`src/burner_status_defs.svh`:
```
// Offsets, widths and timing counts for the burner discrete status bank.
`ifndef BURNER_STATUS_DEFS_SVH
`define BURNER_STATUS_DEFS_SVH
// ==========================================================================
// Bit offsets of the discrete inputs.
`define OFF_LEVEL_CONTACT 6'h10
`define OFF_MAIN_VALVE_FB 6'h11
`define OFF_PILOT_VALVE_FB 6'h12
`define OFF_HIGH_PRESSURE 6'h13
`define OFF_CLOSURE_PROOF 6'h14
`define OFF_EMERGENCY_SHUTDOWN 6'h15
`define OFF_REMOTE_START 6'h16
`define OFF_LOW_PRESSURE 6'h17
`define OFF_FLAME_PRESENT 6'h18
`define OFF_FLAME_TEST_FAIL 6'h19
`define OFF_UNIT_FAIL 6'h1a
`define OFF_SUPPLY_FAULT 6'h1b
`define OFF_OVER_TEMPERATURE 6'h1c
`define OFF_LOOP_ALARM 6'h1d
`define OFF_LEVEL_LATCHED 6'h20
// ==========================================================================
// Widths.
`define ADDR_W 6
`define LOOP_ALARM_W 16
`define BYTE_W 8
`define BIT_IDX_W 3
// ==========================================================================
// Flame self-test period: 1.2 s at a 10 ns clock.
`define FLAME_TEST_PERIOD_MS 1200
`define CLK_PERIOD_NS 10
`define FLAME_TEST_CYCLES ((`FLAME_TEST_PERIOD_MS * 1000000) / `CLK_PERIOD_NS)
`define CNT_W 27
`endif

```
`src/burner_status_pkg.sv`:
```
// Types shared by the burner discrete status bank.
package burner_status_pkg;
  // ==========================================================================
  // Read engine states.
  typedef enum logic [1:0]
  {
    ST_IDLE = 2'b00,
    ST_PACK = 2'b01,
    ST_DONE = 2'b10
  } read_state_t;
endpackage : burner_status_pkg

```
`src/burner_discrete_status_bits.sv`:
```
// Discrete status bit bank with bit-packed multi-bit read port.
`timescale 1ns/10ps
`include "burner_status_defs.svh"
module burner_discrete_status_bits
  import burner_status_pkg::*;
#(
  parameter int FLAME_TEST_CYCLES = `FLAME_TEST_CYCLES
)
(
  input wire logic core_clk,
  input wire logic resetn,
  input wire logic level_contact_open,
  input wire logic low_fire_output_voltage,
  input wire logic high_fire_output_voltage,
  input wire logic pilot_output_voltage,
  input wire logic high_pressure_contact_open,
  input wire logic closure_proof_contact_open,
  input wire logic emergency_shutdown_contact_open,
  input wire logic remote_start_contact_open,
  input wire logic low_pressure_contact_open,
  input wire logic flame_sufficient,
  input wire logic flame_test_result_valid,
  input wire logic flame_test_result_pass,
  input wire logic unit_selftests_ok,
  input wire logic supply_voltage_in_limits,
  input wire logic over_temperature_exceeded,
  input wire logic [`LOOP_ALARM_W-1:0] loop_alarm_word,
  input wire logic system_running,
  input wire logic read_req,
  input wire logic [`ADDR_W-1:0] read_start,
  input wire logic [`ADDR_W:0] read_count,
  output logic flame_test_start,
  output logic read_byte_valid,
  output logic [`BYTE_W-1:0] read_byte,
  output logic read_byte_last,
  output logic read_busy
);

  // ==========================================================================
  // Status registers.
  logic [63:0] status_reg; // Bit vector indexed by offset.
  logic level_latched_reg; // Sticky copy of the level contact.
  logic flame_fail_reg; // Result of the last flame self-test.
  logic running_d_reg; // Previous run level, to spot a restart.
  logic [`CNT_W-1:0] test_cnt_reg; // Flame self-test period counter.

  // Returns one status bit, zero for unmapped offsets.
  function automatic logic pick_bit(input logic [63:0] v, input logic [`ADDR_W:0] a);
    pick_bit = a[`ADDR_W] ? 1'b0 : v[a[`ADDR_W-1:0]];
  endfunction : pick_bit

  // Assembles the live bit map from the inputs.
  always_comb
  begin
    status_reg = 64'h0;
    status_reg[`OFF_LEVEL_CONTACT] = level_contact_open;
    status_reg[`OFF_MAIN_VALVE_FB] = low_fire_output_voltage | high_fire_output_voltage;
    status_reg[`OFF_PILOT_VALVE_FB] = pilot_output_voltage;
    status_reg[`OFF_HIGH_PRESSURE] = high_pressure_contact_open;
    status_reg[`OFF_CLOSURE_PROOF] = closure_proof_contact_open;
    status_reg[`OFF_EMERGENCY_SHUTDOWN] = emergency_shutdown_contact_open;
    status_reg[`OFF_REMOTE_START] = remote_start_contact_open;
    status_reg[`OFF_LOW_PRESSURE] = low_pressure_contact_open;
    status_reg[`OFF_FLAME_PRESENT] = flame_sufficient;
    status_reg[`OFF_FLAME_TEST_FAIL] = flame_fail_reg;
    status_reg[`OFF_UNIT_FAIL] = ~unit_selftests_ok;
    status_reg[`OFF_SUPPLY_FAULT] = ~supply_voltage_in_limits;
    status_reg[`OFF_OVER_TEMPERATURE] = over_temperature_exceeded;
    status_reg[`OFF_LOOP_ALARM] = |loop_alarm_word;
    status_reg[`OFF_LEVEL_LATCHED] = level_latched_reg;
  end

  // ==========================================================================
  // Flame self-test timer: pulses a test start once per period.
  always_ff @(posedge core_clk or negedge resetn)
  begin
    if (!resetn)
    begin
      test_cnt_reg <= '0;
      flame_test_start <= 1'b0;
    end
    else if (test_cnt_reg == `CNT_W'(FLAME_TEST_CYCLES - 1))
    begin
      test_cnt_reg <= '0;
      flame_test_start <= 1'b1;
    end
    else
    begin
      test_cnt_reg <= test_cnt_reg + `CNT_W'(1);
      flame_test_start <= 1'b0;
    end
  end

  // Captures the pass or fail outcome of each flame self-test.
  always_ff @(posedge core_clk or negedge resetn)
  begin
    if (!resetn)
      flame_fail_reg <= 1'b0;
    else if (flame_test_result_valid)
      flame_fail_reg <= ~flame_test_result_pass;
  end

  // ==========================================================================
  // Latched level copy: set wins; cleared only on a stop-to-run restart.
  always_ff @(posedge core_clk or negedge resetn)
  begin
    if (!resetn)
    begin
      level_latched_reg <= 1'b0;
      running_d_reg <= 1'b0;
    end
    else
    begin
      running_d_reg <= system_running;
      if (level_contact_open)
        level_latched_reg <= 1'b1;
      else if (system_running && !running_d_reg)
        level_latched_reg <= 1'b0;
    end
  end

  // ==========================================================================
  // Read engine: packs bits LSB first into bytes; reads touch no status.
  read_state_t state_reg; // Engine state.
  logic [`ADDR_W:0] addr_reg; // Next offset to pack.
  logic [`ADDR_W:0] left_reg; // Bits still to pack.
  logic [`BIT_IDX_W-1:0] bit_reg; // Bit position in the current byte.
  logic [`BYTE_W-1:0] acc_reg; // Byte being assembled.

  always_ff @(posedge core_clk or negedge resetn)
  begin
    if (!resetn)
    begin
      state_reg <= ST_IDLE;
      addr_reg <= '0;
      left_reg <= '0;
      bit_reg <= '0;
      acc_reg <= '0;
      read_byte_valid <= 1'b0;
      read_byte <= '0;
      read_byte_last <= 1'b0;
      read_busy <= 1'b0;
    end
    else
    begin
      read_byte_valid <= 1'b0;
      read_byte_last <= 1'b0;
      case (state_reg)
        ST_IDLE:
        begin
          if (read_req && read_count != '0)
          begin
            addr_reg <= {1'b0, read_start};
            left_reg <= read_count;
            bit_reg <= '0;
            acc_reg <= '0;
            read_busy <= 1'b1;
            state_reg <= ST_PACK;
          end
        end
        ST_PACK:
        begin
          // Unused high bits stay zero because the byte starts cleared.
          if (bit_reg == `BIT_IDX_W'(`BYTE_W - 1) || left_reg == 7'h01)
          begin
            read_byte <= acc_reg | (`BYTE_W'(pick_bit(status_reg, addr_reg)) << bit_reg);
            read_byte_valid <= 1'b1;
            acc_reg <= '0;
            if (left_reg == 7'h01)
            begin
              read_byte_last <= 1'b1;
              state_reg <= ST_DONE;
            end
          end
          else
            acc_reg <= acc_reg | (`BYTE_W'(pick_bit(status_reg, addr_reg)) << bit_reg);
          bit_reg <= bit_reg + `BIT_IDX_W'(1);
          addr_reg <= addr_reg + 7'h01;
          left_reg <= left_reg - 7'h01;
        end
        ST_DONE:
        begin
          read_busy <= 1'b0;
          state_reg <= ST_IDLE;
        end
        default:
          state_reg <= ST_IDLE;
      endcase
    end
  end
endmodule : burner_discrete_status_bits

```
`config.mk`:
```
export PLATFORM = sky130hd
export DESIGN_NAME = burner_discrete_status_bits
export DESIGN_NICKNAME = d
export VERILOG_FILES = /design/src/burner_status_pkg.sv /design/src/burner_discrete_status_bits.sv
export VERILOG_INCLUDE_DIRS = /design/src
export SDC_FILE = /design/constraint.sdc
export NUM_CORES = 1
export LEC_CHECK = 0
export BUFFER_PORTS_ARGS = -buffer_cell sky130_fd_sc_hd__buf_2
export CORE_MARGIN = 5
export CORE_UTILIZATION = 30
export CTS_CLUSTER_SIZE = 12
export DETAILED_ROUTE_END_ITERATION = 8
export GPL_TIMING_DRIVEN = 0
export PLACE_DENSITY_LB_ADDON = 0.08
export SYNTH_ARGS = -nofsm -noshare
export SYNTH_HDL_FRONTEND = slang
export SYNTH_SLANG_ARGS = --single-unit
```
`constraint.sdc`:
```
create_clock -name core_clk -period 4.2 [get_ports core_clk]
set_clock_uncertainty 0.05 [all_clocks]
set_input_delay 0.21 -clock core_clk [delete_from_list [all_inputs] [get_ports core_clk]]
set_output_delay 0.21 -clock core_clk [all_outputs]
set_load 0.005 [all_outputs]
```
After elaboration in Yosys (flattened, before gate mapping)
Cells that the tools add are included.
{"block": "classes", "mux": 27, "shifts": 1, "add_sub_neg": 4, "eq_ne": 8, "n_reduce_logical": 14, "n_lt_le_gt_ge": 1, "bitwise": 5}
{"operator": "$pmux W7 S2", "n": 2}
{"operator": "$add A27 B1 Y27 const B", "n": 1}
{"operator": "$eq A27 B27 Y1 const B", "n": 1}
{"operator": "$mux W27", "n": 1}
{"operator": "$mux W8", "n": 2}
{"operator": "$pmux W8 S2", "n": 1}
{"operator": "$reduce_or A16 Y1", "n": 1}
{"operator": "$mux W7", "n": 2}
{"operator": "$mux W1", "n": 11}
{"operator": "$or A8 B8 Y8", "n": 1}
{"operator": "$shl A1 B3 Y8", "n": 1}
{"operator": "$add A7 B1 Y7 const B", "n": 1}
{"operator": "$eq A7 B1 Y1 const B", "n": 1}
{"operator": "$lt A6 B7 Y1 const B", "n": 1}
{"operator": "$reduce_bool A7 Y1", "n": 1}
{"operator": "$sub A7 B1 Y7 const B", "n": 1}
{"operator": "$bmux W1 S6", "n": 1}
{"operator": "$mux W2", "n": 3}
{"operator": "$ne A2 B2 Y1 const B", "n": 3}
{"operator": "$pmux W3 S2", "n": 1}
{"operator": "$reduce_and A2 Y1", "n": 3}
{"operator": "$reduce_bool A2 Y1", "n": 3}
{"operator": "$pmux W2 S2", "n": 1}
{"operator": "$add A3 B1 Y3 const B", "n": 1}
{"operator": "12 further kinds", "n": 15}
{"block": "totals", "wordCells": 74, "input_bits": 48, "ff_bits": 69, "output_inout_bits": 12}

Longest topological paths before layout
Gate-level depths: netlist (run 1).
{"block": "depth", "word_depth": 8, "ltp_mapped": 7, "mapped_depth_nobuf": 6}

Least setup slack after synthesis (run 1)
OpenSTA, ideal clock, no wires.
{"block": "synth_path", "path_kind": "reg2reg", "from": "register addr_reg[1]", "to": "register read_byte[5]", "t_required_ps": 4018, "path_slack_ps": 2122, "synth_period_minus_slack_ps": 2078, "stages_incl_launch_ff": 8, "arrival_time_ps": 1896, "setup_ps": 132, "path_cell_list": "dfrtp_1 buf_6 or3_1 o211a_1 o311a_4 a211oi_4 buf_8 o41ai_2"}
{"block": "synth_between", "elab_chain_len": 5}
{"item": "start, declared", "line": "burner_discrete_status_bits.sv:125", "text": "logic [`ADDR_W:0] addr_reg;"}
{"item": "start signal, assigned", "line": "burner_discrete_status_bits.sv:153", "text": "addr_reg <= {1'b0, read_start};"}
{"item": "start signal, assigned", "line": "burner_discrete_status_bits.sv:178", "text": "addr_reg <= addr_reg + 7'h01;"}
{"item": "$bmux W1 S6", "line": "burner_discrete_status_bits.sv:49", "text": "pick_bit = a[`ADDR_W] ? 1'b0 : v[a[`ADDR_W-1:0]];"}
{"item": "$mux W1 (2 in series)", "line": "burner_discrete_status_bits.sv:49"}
{"item": "$shl A1 B3 Y8 (no source line)"}
{"item": "$or A8 B8 Y8", "line": "burner_discrete_status_bits.sv:166", "text": "read_byte <= acc_reg | (`BYTE_W'(pick_bit(status_reg, addr_reg)) << bit_reg);"}
{"item": "end signal, assigned", "line": "burner_discrete_status_bits.sv:166"}
{"item": "end, declared", "line": "burner_discrete_status_bits.sv:34", "text": "output logic [`BYTE_W-1:0] read_byte,"}
No other way between the ends. The select of a mux whose other input is x is not followed.
A chain may end at the register's enable or synchronous reset.

Worst setup path after layout (run 1)
Same ends and word-level chain as after synthesis.

==> flow_metrics.py, run 1 <==
metrics = {
    "run_status": {
        "status": "complete, no violations",
    },
    "pwr": {
        "power.total_mw": 2.57,
        "powerDensity_mw_per_mm2": 595,
        "leakage_nw": 2.03,
        "ir_drop_mv": 0.214,
    },
    "clock_tree": {
        "cts_tree": "built",
        "cts.reportedPaths.clkPinSlew_ns": 0.05,
        "htreeDepth": 3,
        "cts.path.max_buffers": 2,
        "cts_made_buffers": 9,
        "post_cts_buffers": 0,
        "clockRootBuffer": "clkbuf_16",
        "clkSinkCount": 69,
        "clk_latency_ns": 0.32,
    },
    "drt": {
        "routed_wl_um": 8550,
        "detail_route.first_pass.iterations": 7,
        "routedWlPerCell_um": 15.2,
        "ant_nets": 0,
        "first_iter_violations": 76,
        "dr_total_vias": 2819,
        "drc": 0,
        "viasPerCell": 5.00,
    },
    "timing": {
        "fin_tns_setup_ns": 0,
        "hold_violations": 0,
        "finalMaxSlewViolations": 0,
        "slew_headroom": 0.416,
        "fmax_mhz": 426,
        "fin_ws_ns": 1.85,
        "tightest_slew_ns": 0.874,
        "period_needed_ns": 2.35,
        "rsz0062_at_grt": "no",
        "period_share": 0.559,
        "setup_viol": 0,
        "whs_ns": 0.0162,
    },
    "min_path": {
        "hp-class": "input port to flip-flop",
    },
    "logic_synthesis": {
        "ys_types": 52,
        "avgSynthCellArea_um2": 10.3,
        "ys.flop_type": "dfrtp_1",
        "synthArstFlopShare": 1.00,
        "synthCells": 342,
        "synth_warnings": 0,
        "netlist_area_mm2": 0.00351,
        "synth_edf_count": 0,
        "synth_seq_area_share": 0.492,
        "ys_seq_elements": 69,
        "synthesis.nets": 396,
    },
    "placement": {
        "placed_area_mm2": 0.00401,
        "dpl_worst_slack_ns": 1.84,
        "dp_hpwl_um": 6260,
        "placed_cells": 545,
        "io_buffers": 59,
        "finalWeightedCongestion": 0.755,
    },
    "worst_setup_path": {
        "crit_type": "flip-flop to flip-flop",
        "path_delay_family": "compound AO/OA/AOI/OAI gates",
        "crit_buf_inv": 2,
        "startpoint_type": "flip-flop",
        "required_ns": 4.35,
        "crit_chain": "buf_6 > or3_1 > o211a_1 > o311a_4 > a211oi_4 > buf_8 > o41ai_2",
        "cp_slowest_cell": "a211oi_4",
        "critPathArrivalTime_ns": 2.49,
        "slowest_delay_ns": 0.48,
        "crit_path_end_kind": "flip-flop",
        "crit_fanout": 10,
    },
    "global_routing": {
        "grt_pass1_vias": 2890,
        "grt_max_degree": 40,
        "grt_overflow": 0,
        "grt_usage": 0.129,
        "grt_pass1_wl_um": 14900,
        "antenna_found_initial": 1,
    },
    "floorplanning": {
        "core_mm2": 0.0115,
        "die_w_um": 118,
        "rows": 39,
        "die_y_um": 118,
        "start_util": 0.306,
        "io_pins": 60,
        "die_area_mm2": 0.0140,
    },
    "final_layout": {
        "diodes": 0,
        "final_cells": 564,
        "final_cell_mix": "dfrtp_1, buf_2, nor2_1",
        "design_area_mm2": 0.00432,
        "final_common_cell": "dfrtp_1",
        "drive_gt1_frac": 0.238,
        "nets": 470,
        "largest_reg_flops": 27,
        "area_delta_synth_final_pct": 23.0,
        "final_util": 0.376,
    },
    "run": {
        "drv_cap": 0,
    },
}
==> layer usage <==
layer | vias to the layer above | part of all wire | global-route usage
met5 | - | 0.00082 | 0
met4 | 2 | 0.015 | 0.0538
met3 | 13 | 0.044 | 0.0253
met2 | 65 | 0.44 | 0.191
met1 | 1332 | 0.50 | 0.184
li1 | 1407 | - | -
==> layout make-up <==
cell class                 count  area [um^2]
buffer                        16         91.3
sequential                    69         1730
clock buffer                  15          268
multi-input combinational    251         1680
inverter                       6         22.5
timing repair buffer          63          348
clock inverter                 1         5.00
tap                          143          179
fill                        1159         7150
==> synth_stat cells, types with 2 or more instances <==
cell	instances	area [um^2]
o41ai_2	3	48.8
inv_1	6	22.5
clkbuf_1	6	22.5
o211ai_1	2	15.0
ha_1	6	75.1
buf_2	7	35.0
nor3b_1	2	15.0
nand2b_1	6	37.5
nor2_1	32	120
o21ai_0	11	55.1
xnor2_1	11	96.3
nand2_1	31	116
nor4b_1	2	17.5
nor3_1	7	35.0
xor2_1	12	105
o21ai_2	8	70.1
or3_1	4	25.0
dfrtp_1	69	1730
nand3_1	22	110
mux2i_1	11	110
nor4_1	7	43.8
or4_1	10	75.1
a31oi_1	3	18.8
a21oi_1	7	35.0
nand4_1	7	43.8
o41ai_1	6	52.6
nor2b_1	3	18.8
a211oi_1	5	37.5
and3_1	12	75.1
a21o_1	2	15.0
==> cell families after synthesis <==
| logic type | after synthesis | synth area share |
|---|---|---|
| simple gates | 151 | 0.227 |
| xor+xnor | 23 | 0.0574 |
| flops | 69 | 0.492 |
| mux | 12 | 0.0346 |
| buf+inv | 22 | 0.0324 |
| fa+ha+maj | 6 | 0.0214 |
| compound gates | 59 | 0.135 |
==> final timing paths <==
path	start	end	slack [ns]	cells past startpoint
setup / recovery	addr_reg[1]	read_byte[5]	1.85	7
hold / removal	flame_test_result_valid	flame_fail_reg	0.02	2
setup reg to reg	addr_reg[1]	read_byte[5]	1.85	7
hold reg to reg	left_reg[6]	left_reg[6]	0.42	1
max in group asynchronous	resetn	test_cnt_reg[1]	3.22	3
min in group asynchronous	resetn	read_byte[4]	0.32	2
==> power breakdown <==
part / internal (mW) / switching [mW] / total (mW)
clock: 0.432 / 0.263 / 0.695
sequential: 0.818 / 0.115 / 0.934
combinational: 0.378 / 0.560 / 0.938
==> repair_timing <==
item,CTS,global route
hold buffers,3,0
gates resized for setup,0,0
endpoints found under the hold margin,32,0
Note: power is estimated with default switching activity, not from simulation.
==> inputs of run 2 (changes only) <==
- clock period: 4.2 -> 2 ns (I/O delays scaled with it)
==> run 2 against run 1 <==
Net effect:
- the flow now finishes with violations (negative setup slack)
- clock power is 130% higher
- non-clock buffer count is 21 higher
- combinational power grew to 2.8 times the previous value
- sequential power is 110% higher
- global-route usage is 0.87 points higher
- critical endpoint is now read_byte[7]
- largest cell class is now multi-input combinational cells
==> flow_metrics.py, run 2 (synthesis gave the netlist of run 1 again) <==
metrics = {
    "timing": {
        "fmax_mhz": 481,
        "rsz0062_at_grt": "yes",
        "tightest_slew_ns": 0.538,
        "hold_violations": 0,
        "period_needed_ns": 2.08,
        "setup_viol": 16,
        "period_share": 1.04,
        "slew_headroom": 0.641,
        "fin_ws_ns": -0.0797,
        "finalMaxSlewViolations": 0,
        "whs_ns": 0.00605,
    },
    "worst_setup_path": {
        "startpoint_type": "flip-flop",
        "crit_type": "flip-flop to flip-flop",
        "crit_path_end_kind": "flip-flop",
        "crit_fanout": 6,
        "reg2reg_slack_ns": -0.08,
        "critPathArrivalTime_ns": 2.23,
        "required_ns": 2.15,
    },
    "run_status": {
        "violations": "negative setup slack",
        "status": "finished, violations left",
    },
    "drt": {
        "wl_met1_um": 4510,
        "highest_layer": "met4",
        "routedWlPerCell_um": 15.5,
        "routed_wl_um": 9060,
        "dr_total_vias": 2918,
        "first_iter_violations": 155,
        "ant_nets": 0,
        "detail_route.first_pass.iterations": 4,
        "viasPerCell": 4.99,
        "met2_length_um": 4020,
        "wl_met3_um": 369,
        "drc": 0,
    },
    "pwr": {
        "leakage_nw": 2.29,
        "ir_drop_mv": 0.415,
        "powerDensity_mw_per_mm2": 1310,
    },
    "final_layout": {
        "nets": 491,
        "multi_input_area_mm2": 0.00183,
        "area_delta_synth_final_pct": 35.0,
        "final_cells": 585,
        "fillCellCount": 1131,
        "final_common_cell": "dfrtp_1",
        "diodes": 0,
        "drive_gt1_frac": 0.303,
        "final_cell_mix": "dfrtp_1, buf_2, nand2_1, nor2_1, nand3_1",
        "regArea_mm2": 0.00173,
        "largest_reg_flops": 27,
    },
    "floorplanning": {
        "die_y_um": 118,
        "die_w_um": 118,
        "io_pins": 60,
        "core_mm2": 0.0115,
        "die_area_mm2": 0.0140,
        "rows": 39,
        "start_util": 0.306,
    },
    "clock_tree": {
        "cts_tree": "built",
        "cts.path.max_buffers": 2,
        "cts_made_buffers": 9,
        "clk_latency_ns": 0.33,
        "clockRootBuffer": "clkbuf_16",
        "clkSinkCount": 69,
        "htreeDepth": 3,
        "cts.reportedPaths.clkPinSlew_ns": 0.05,
    },
    "global_routing": {
        "grt_overflow": 0,
        "antenna_found_initial": 0,
        "grt_pass1_wl_um": 15800,
        "grt_pass1_vias": 3128,
        "grt_max_degree": 46,
        "grt_usage": 0.138,
    },
    "placement": {
        "dp_hpwl_um": 6200,
        "placed_cells": 545,
        "finalWeightedCongestion": 0.739,
        "io_buffers": 59,
    },
    "min_path": {
        "hp-class": "input port to flip-flop",
    },
    "run": {
        "drv_cap": 0,
    },
}
run 2: layout make-up:
| cell class | instances | area share |
|---|---|---|
| plain buffers | 15 | 0.0230 |
| repair buffers | 85 | 0.124 |
| clock buffers | 11 | 0.0512 |
| clock inverters | 5 | 0.0106 |
| inverters | 6 | 0.00475 |
| flip-flops and latches | 69 | 0.364 |
| well taps | 143 | 0.0377 |
| multi-input cells | 251 | 0.385 |
run 2: critical path, stage by stage (launching register included):
cell	delay, ns
dfrtp_1	0.39
buf_6	0.13
or3_1	0.35
o211a_1	0.15
o311a_4	0.31
a211oi_4	0.19
buf_12	0.16
buf_12	0.13
o41ai_4	0.08
run 2: worst paths after layout:
| kind | startpoint | end | cells past startpoint |
|---|---|---|---|
| setup / recovery | addr_reg[1] | read_byte[7] | 8 |
| hold / removal | read_start[3] | addr_reg[3] | 3 |
| setup reg to reg | addr_reg[1] | read_byte[7] | 8 |
| hold reg to reg | test_cnt_reg[0] | test_cnt_reg[0] | 1 |
| max in group asynchronous | resetn | test_cnt_reg[25] | 3 |
| min in group asynchronous | resetn | bit_reg[0] | 2 |
run 2: report_power, final:
| part | internal [mW] | switching [mW] |
|---|---|---|
| clock | 0.991 | 0.603 |
| sequential | 1.72 | 0.264 |
| combinational | 1.23 | 1.39 |
| total | 3.93 | 2.26 |
run 2: per-stage QoR:
step	total power, mW	setup WS, ns	setup TNS, ns	instance area [um^2]	utilization
3_5_place_dp	3.99	-0.395	-11.64	4020	0.351
3_3_place_gp	3.96	-0.590	-15.34	3990	0.348
5_1_grt	6.65	-0.142	-1.70	4740	0.413
2_1_floorplan	3.37	0.00570	0	3510	-
4_1_cts	6.03	-0.0979	-1.19	4640	0.405
6_report	6.19	-0.0797	-0.770	4740	0.413
run 2: repair_timing:
action | CTS | global route
resized for setup | 23 | 10
pin swaps | 7 | 5
endpoints found under the hold margin | 43 | 0
endpoints found under the setup margin | 47 | 23
buffers inserted | 10 | 3
hold buffers | 12 | 0
gates cloned | 0 | 1
run 2: routing by layer:
| metal | GRT usage | vias to the layer above |
|---|---|---|
| li1 | - | 1450 |
| met1 | 0.192 | 1387 |
| met2 | 0.206 | 67 |
| met3 | 0.0296 | 14 |
| met4 | 0.0609 | 0 |
| met5 | 0 | - |
==> inputs of run 3 (changes only) <==
- MAX_ROUTING_LAYER: default -> met4
==> run 3 against run 2 <==
Net effect:
- the flow still finishes with violations (negative setup slack)
- via count decreased by 0.21%
- die area unchanged
- sequential power about the same
- maximum frequency about the same
- count of clock-buffer cells in the layout unchanged
- register-to-register slack about the same
- largest power group unchanged
==> flow_metrics.py, run 3 (synthesis gave the netlist of run 1 again) <==
metrics = {
    "global_routing": {
        "grt_overflow": 0,
        "antenna_found_initial": 0,
        "grt_pass1_wl_um": 15800,
        "grt_max_degree": 46,
        "grt_pass1_vias": 3128,
        "grt_usage": 0.142,
    },
    "final_layout": {
        "drive_gt1_frac": 0.303,
        "diodes": 0,
        "final_cell_mix": "dfrtp_1, buf_2, nand2_1, nor2_1, nand3_1",
        "final_common_cell": "dfrtp_1",
        "nets": 491,
        "largest_reg_flops": 27,
        "area_delta_synth_final_pct": 35.0,
        "fillCellCount": 1131,
    },
    "worst_setup_path": {
        "startpoint_type": "flip-flop",
        "crit_fanout": 6,
        "crit_chain": "buf_6 > or3_1 > o211a_1 > o311a_4 > a211oi_4 > buf_12 > buf_12 > o41ai_4",
        "crit_path_start": "addr_reg[1]",
        "crit_top_cell": "buf_12",
        "critPathArrivalTime_ns": 2.23,
        "r2r_start": "addr_reg[1]",
        "crit_path_end_kind": "flip-flop",
        "crit_buf_inv": 3,
        "slowest_delay_ns": 0.39,
        "required_ns": 2.15,
        "crit_type": "flip-flop to flip-flop",
        "path_delay_family": "compound AO/OA/AOI/OAI gates",
        "cp_slowest_cell": "dfrtp_1",
    },
    "timing": {
        "period_share": 1.04,
        "slew_headroom": 0.639,
        "finalMaxSlewViolations": 0,
        "setup_viol": 16,
        "tightest_slew_ns": 0.541,
        "period_needed_ns": 2.08,
        "rsz0062_at_grt": "yes",
        "fmax_mhz": 481,
        "fin_ws_ns": -0.0793,
        "hold_violations": 0,
        "fin_tns_setup_ns": -0.761,
    },
    "run": {
        "drv_cap": 0,
    },
    "floorplanning": {
        "die_y_um": 118,
        "io_pins": 60,
        "die_area_mm2": 0.0140,
        "core_mm2": 0.0115,
        "die_w_um": 118,
        "rows": 39,
        "start_util": 0.306,
    },
    "drt": {
        "viasPerCell": 4.98,
        "routed_wl_um": 9080,
        "detail_route.first_pass.iterations": 4,
        "dr_total_vias": 2912,
        "routedWlPerCell_um": 15.5,
        "ant_nets": 0,
        "first_iter_violations": 168,
        "drc": 0,
    },
    "clock_tree": {
        "clkSinkCount": 69,
        "htreeDepth": 3,
        "clockRootBuffer": "clkbuf_16",
        "cts.reportedPaths.clkPinSlew_ns": 0.05,
        "clk_latency_ns": 0.33,
        "cts_tree": "built",
        "cts.path.max_buffers": 2,
        "cts_made_buffers": 9,
    },
    "placement": {
        "dp_hpwl_um": 6200,
        "dpl_worst_slack_ns": -0.395,
        "finalWeightedCongestion": 0.749,
        "io_buffers": 59,
    },
    "run_status": {
        "violations": "negative setup slack",
        "status": "finished, violations left",
    },
    "pwr": {
        "powerDensity_mw_per_mm2": 1310,
        "power.total_mw": 6.19,
        "leakage_nw": 2.29,
        "ir_drop_mv": 0.415,
    },
    "min_path": {
        "hp-start": "read_start[3]",
        "hp-class": "input port to flip-flop",
    },
}
==> run 3: metal layers <==
| metal | vias to the layer above | part of all wire | global-route usage |
|---|---|---|---|
| met5 | - | 0 | - |
| li1 | 1449 | - | - |
| met1 | 1391 | 0.50 | 0.193 |
| met2 | 62 | 0.44 | 0.206 |
| met3 | 10 | 0.037 | 0.0272 |
| met4 | 0 | 0.017 | 0.0609 |
==> run 3: area by class of cell <==
cell class	instances	area, um^2	area share
Buffer	15	109	0.0230
Clock buffer	11	243	0.0512
Clock inverter	5	50.0	0.0106
Inverter	6	22.5	0.00475
Multi-Input combinational cell	251	1830	0.385
Sequential cell	69	1730	0.364
Tap cell	143	179	0.0377
Timing Repair Buffer	85	586	0.124
==> run 3: path summary, 6_finish.rpt <==
path                       slack [ns]               end  cells after the start
min in group asynchronous        0.19        bit_reg[0]                      2
setup reg to reg                -0.08      read_byte[7]                      8
max in group asynchronous        1.16  test_cnt_reg[25]                      3
hold reg to reg                  0.41   test_cnt_reg[0]                      1
setup / recovery                -0.08      read_byte[7]                      8
hold / removal                  0.006       addr_reg[3]                      3
==> run 3: what timing repair did <==
action | 4_1_cts | 5_1_grt
buffers inserted | 10 | 3
hold endpoints to repair | 43 | 0
pin swaps | 7 | 5
gates resized for setup | 23 | 10
setup endpoints to repair | 47 | 23
gates cloned | 0 | 1
hold buffers | 12 | 0
==> run 3: tightest hold or removal path: cells and delay by family <==
kind,cells,cell delay (ns)
simple gates,1,0.09
buf+inv,1,0.11
compound gates,1,0.05
==> run 3: power by group <==
group	switching [mW]	internal (mW)	total [mW]
clock network	0.603	0.991	1.59
registers	0.264	1.72	1.98
logic	1.39	1.23	2.62
==> run 3: per-stage QoR <==
step,std cells,cell area (um^2),hold WS [ns],util
4_1_cts,582,4640,0.000787,0.405
2_1_floorplan,342,3510,-0.246,-
6_report,585,4740,0.00584,0.413
3_5_place_dp,545,4020,-0.00415,0.351
3_3_place_gp,544,3990,0.179,0.348
5_1_grt,585,4740,0.0146,0.413
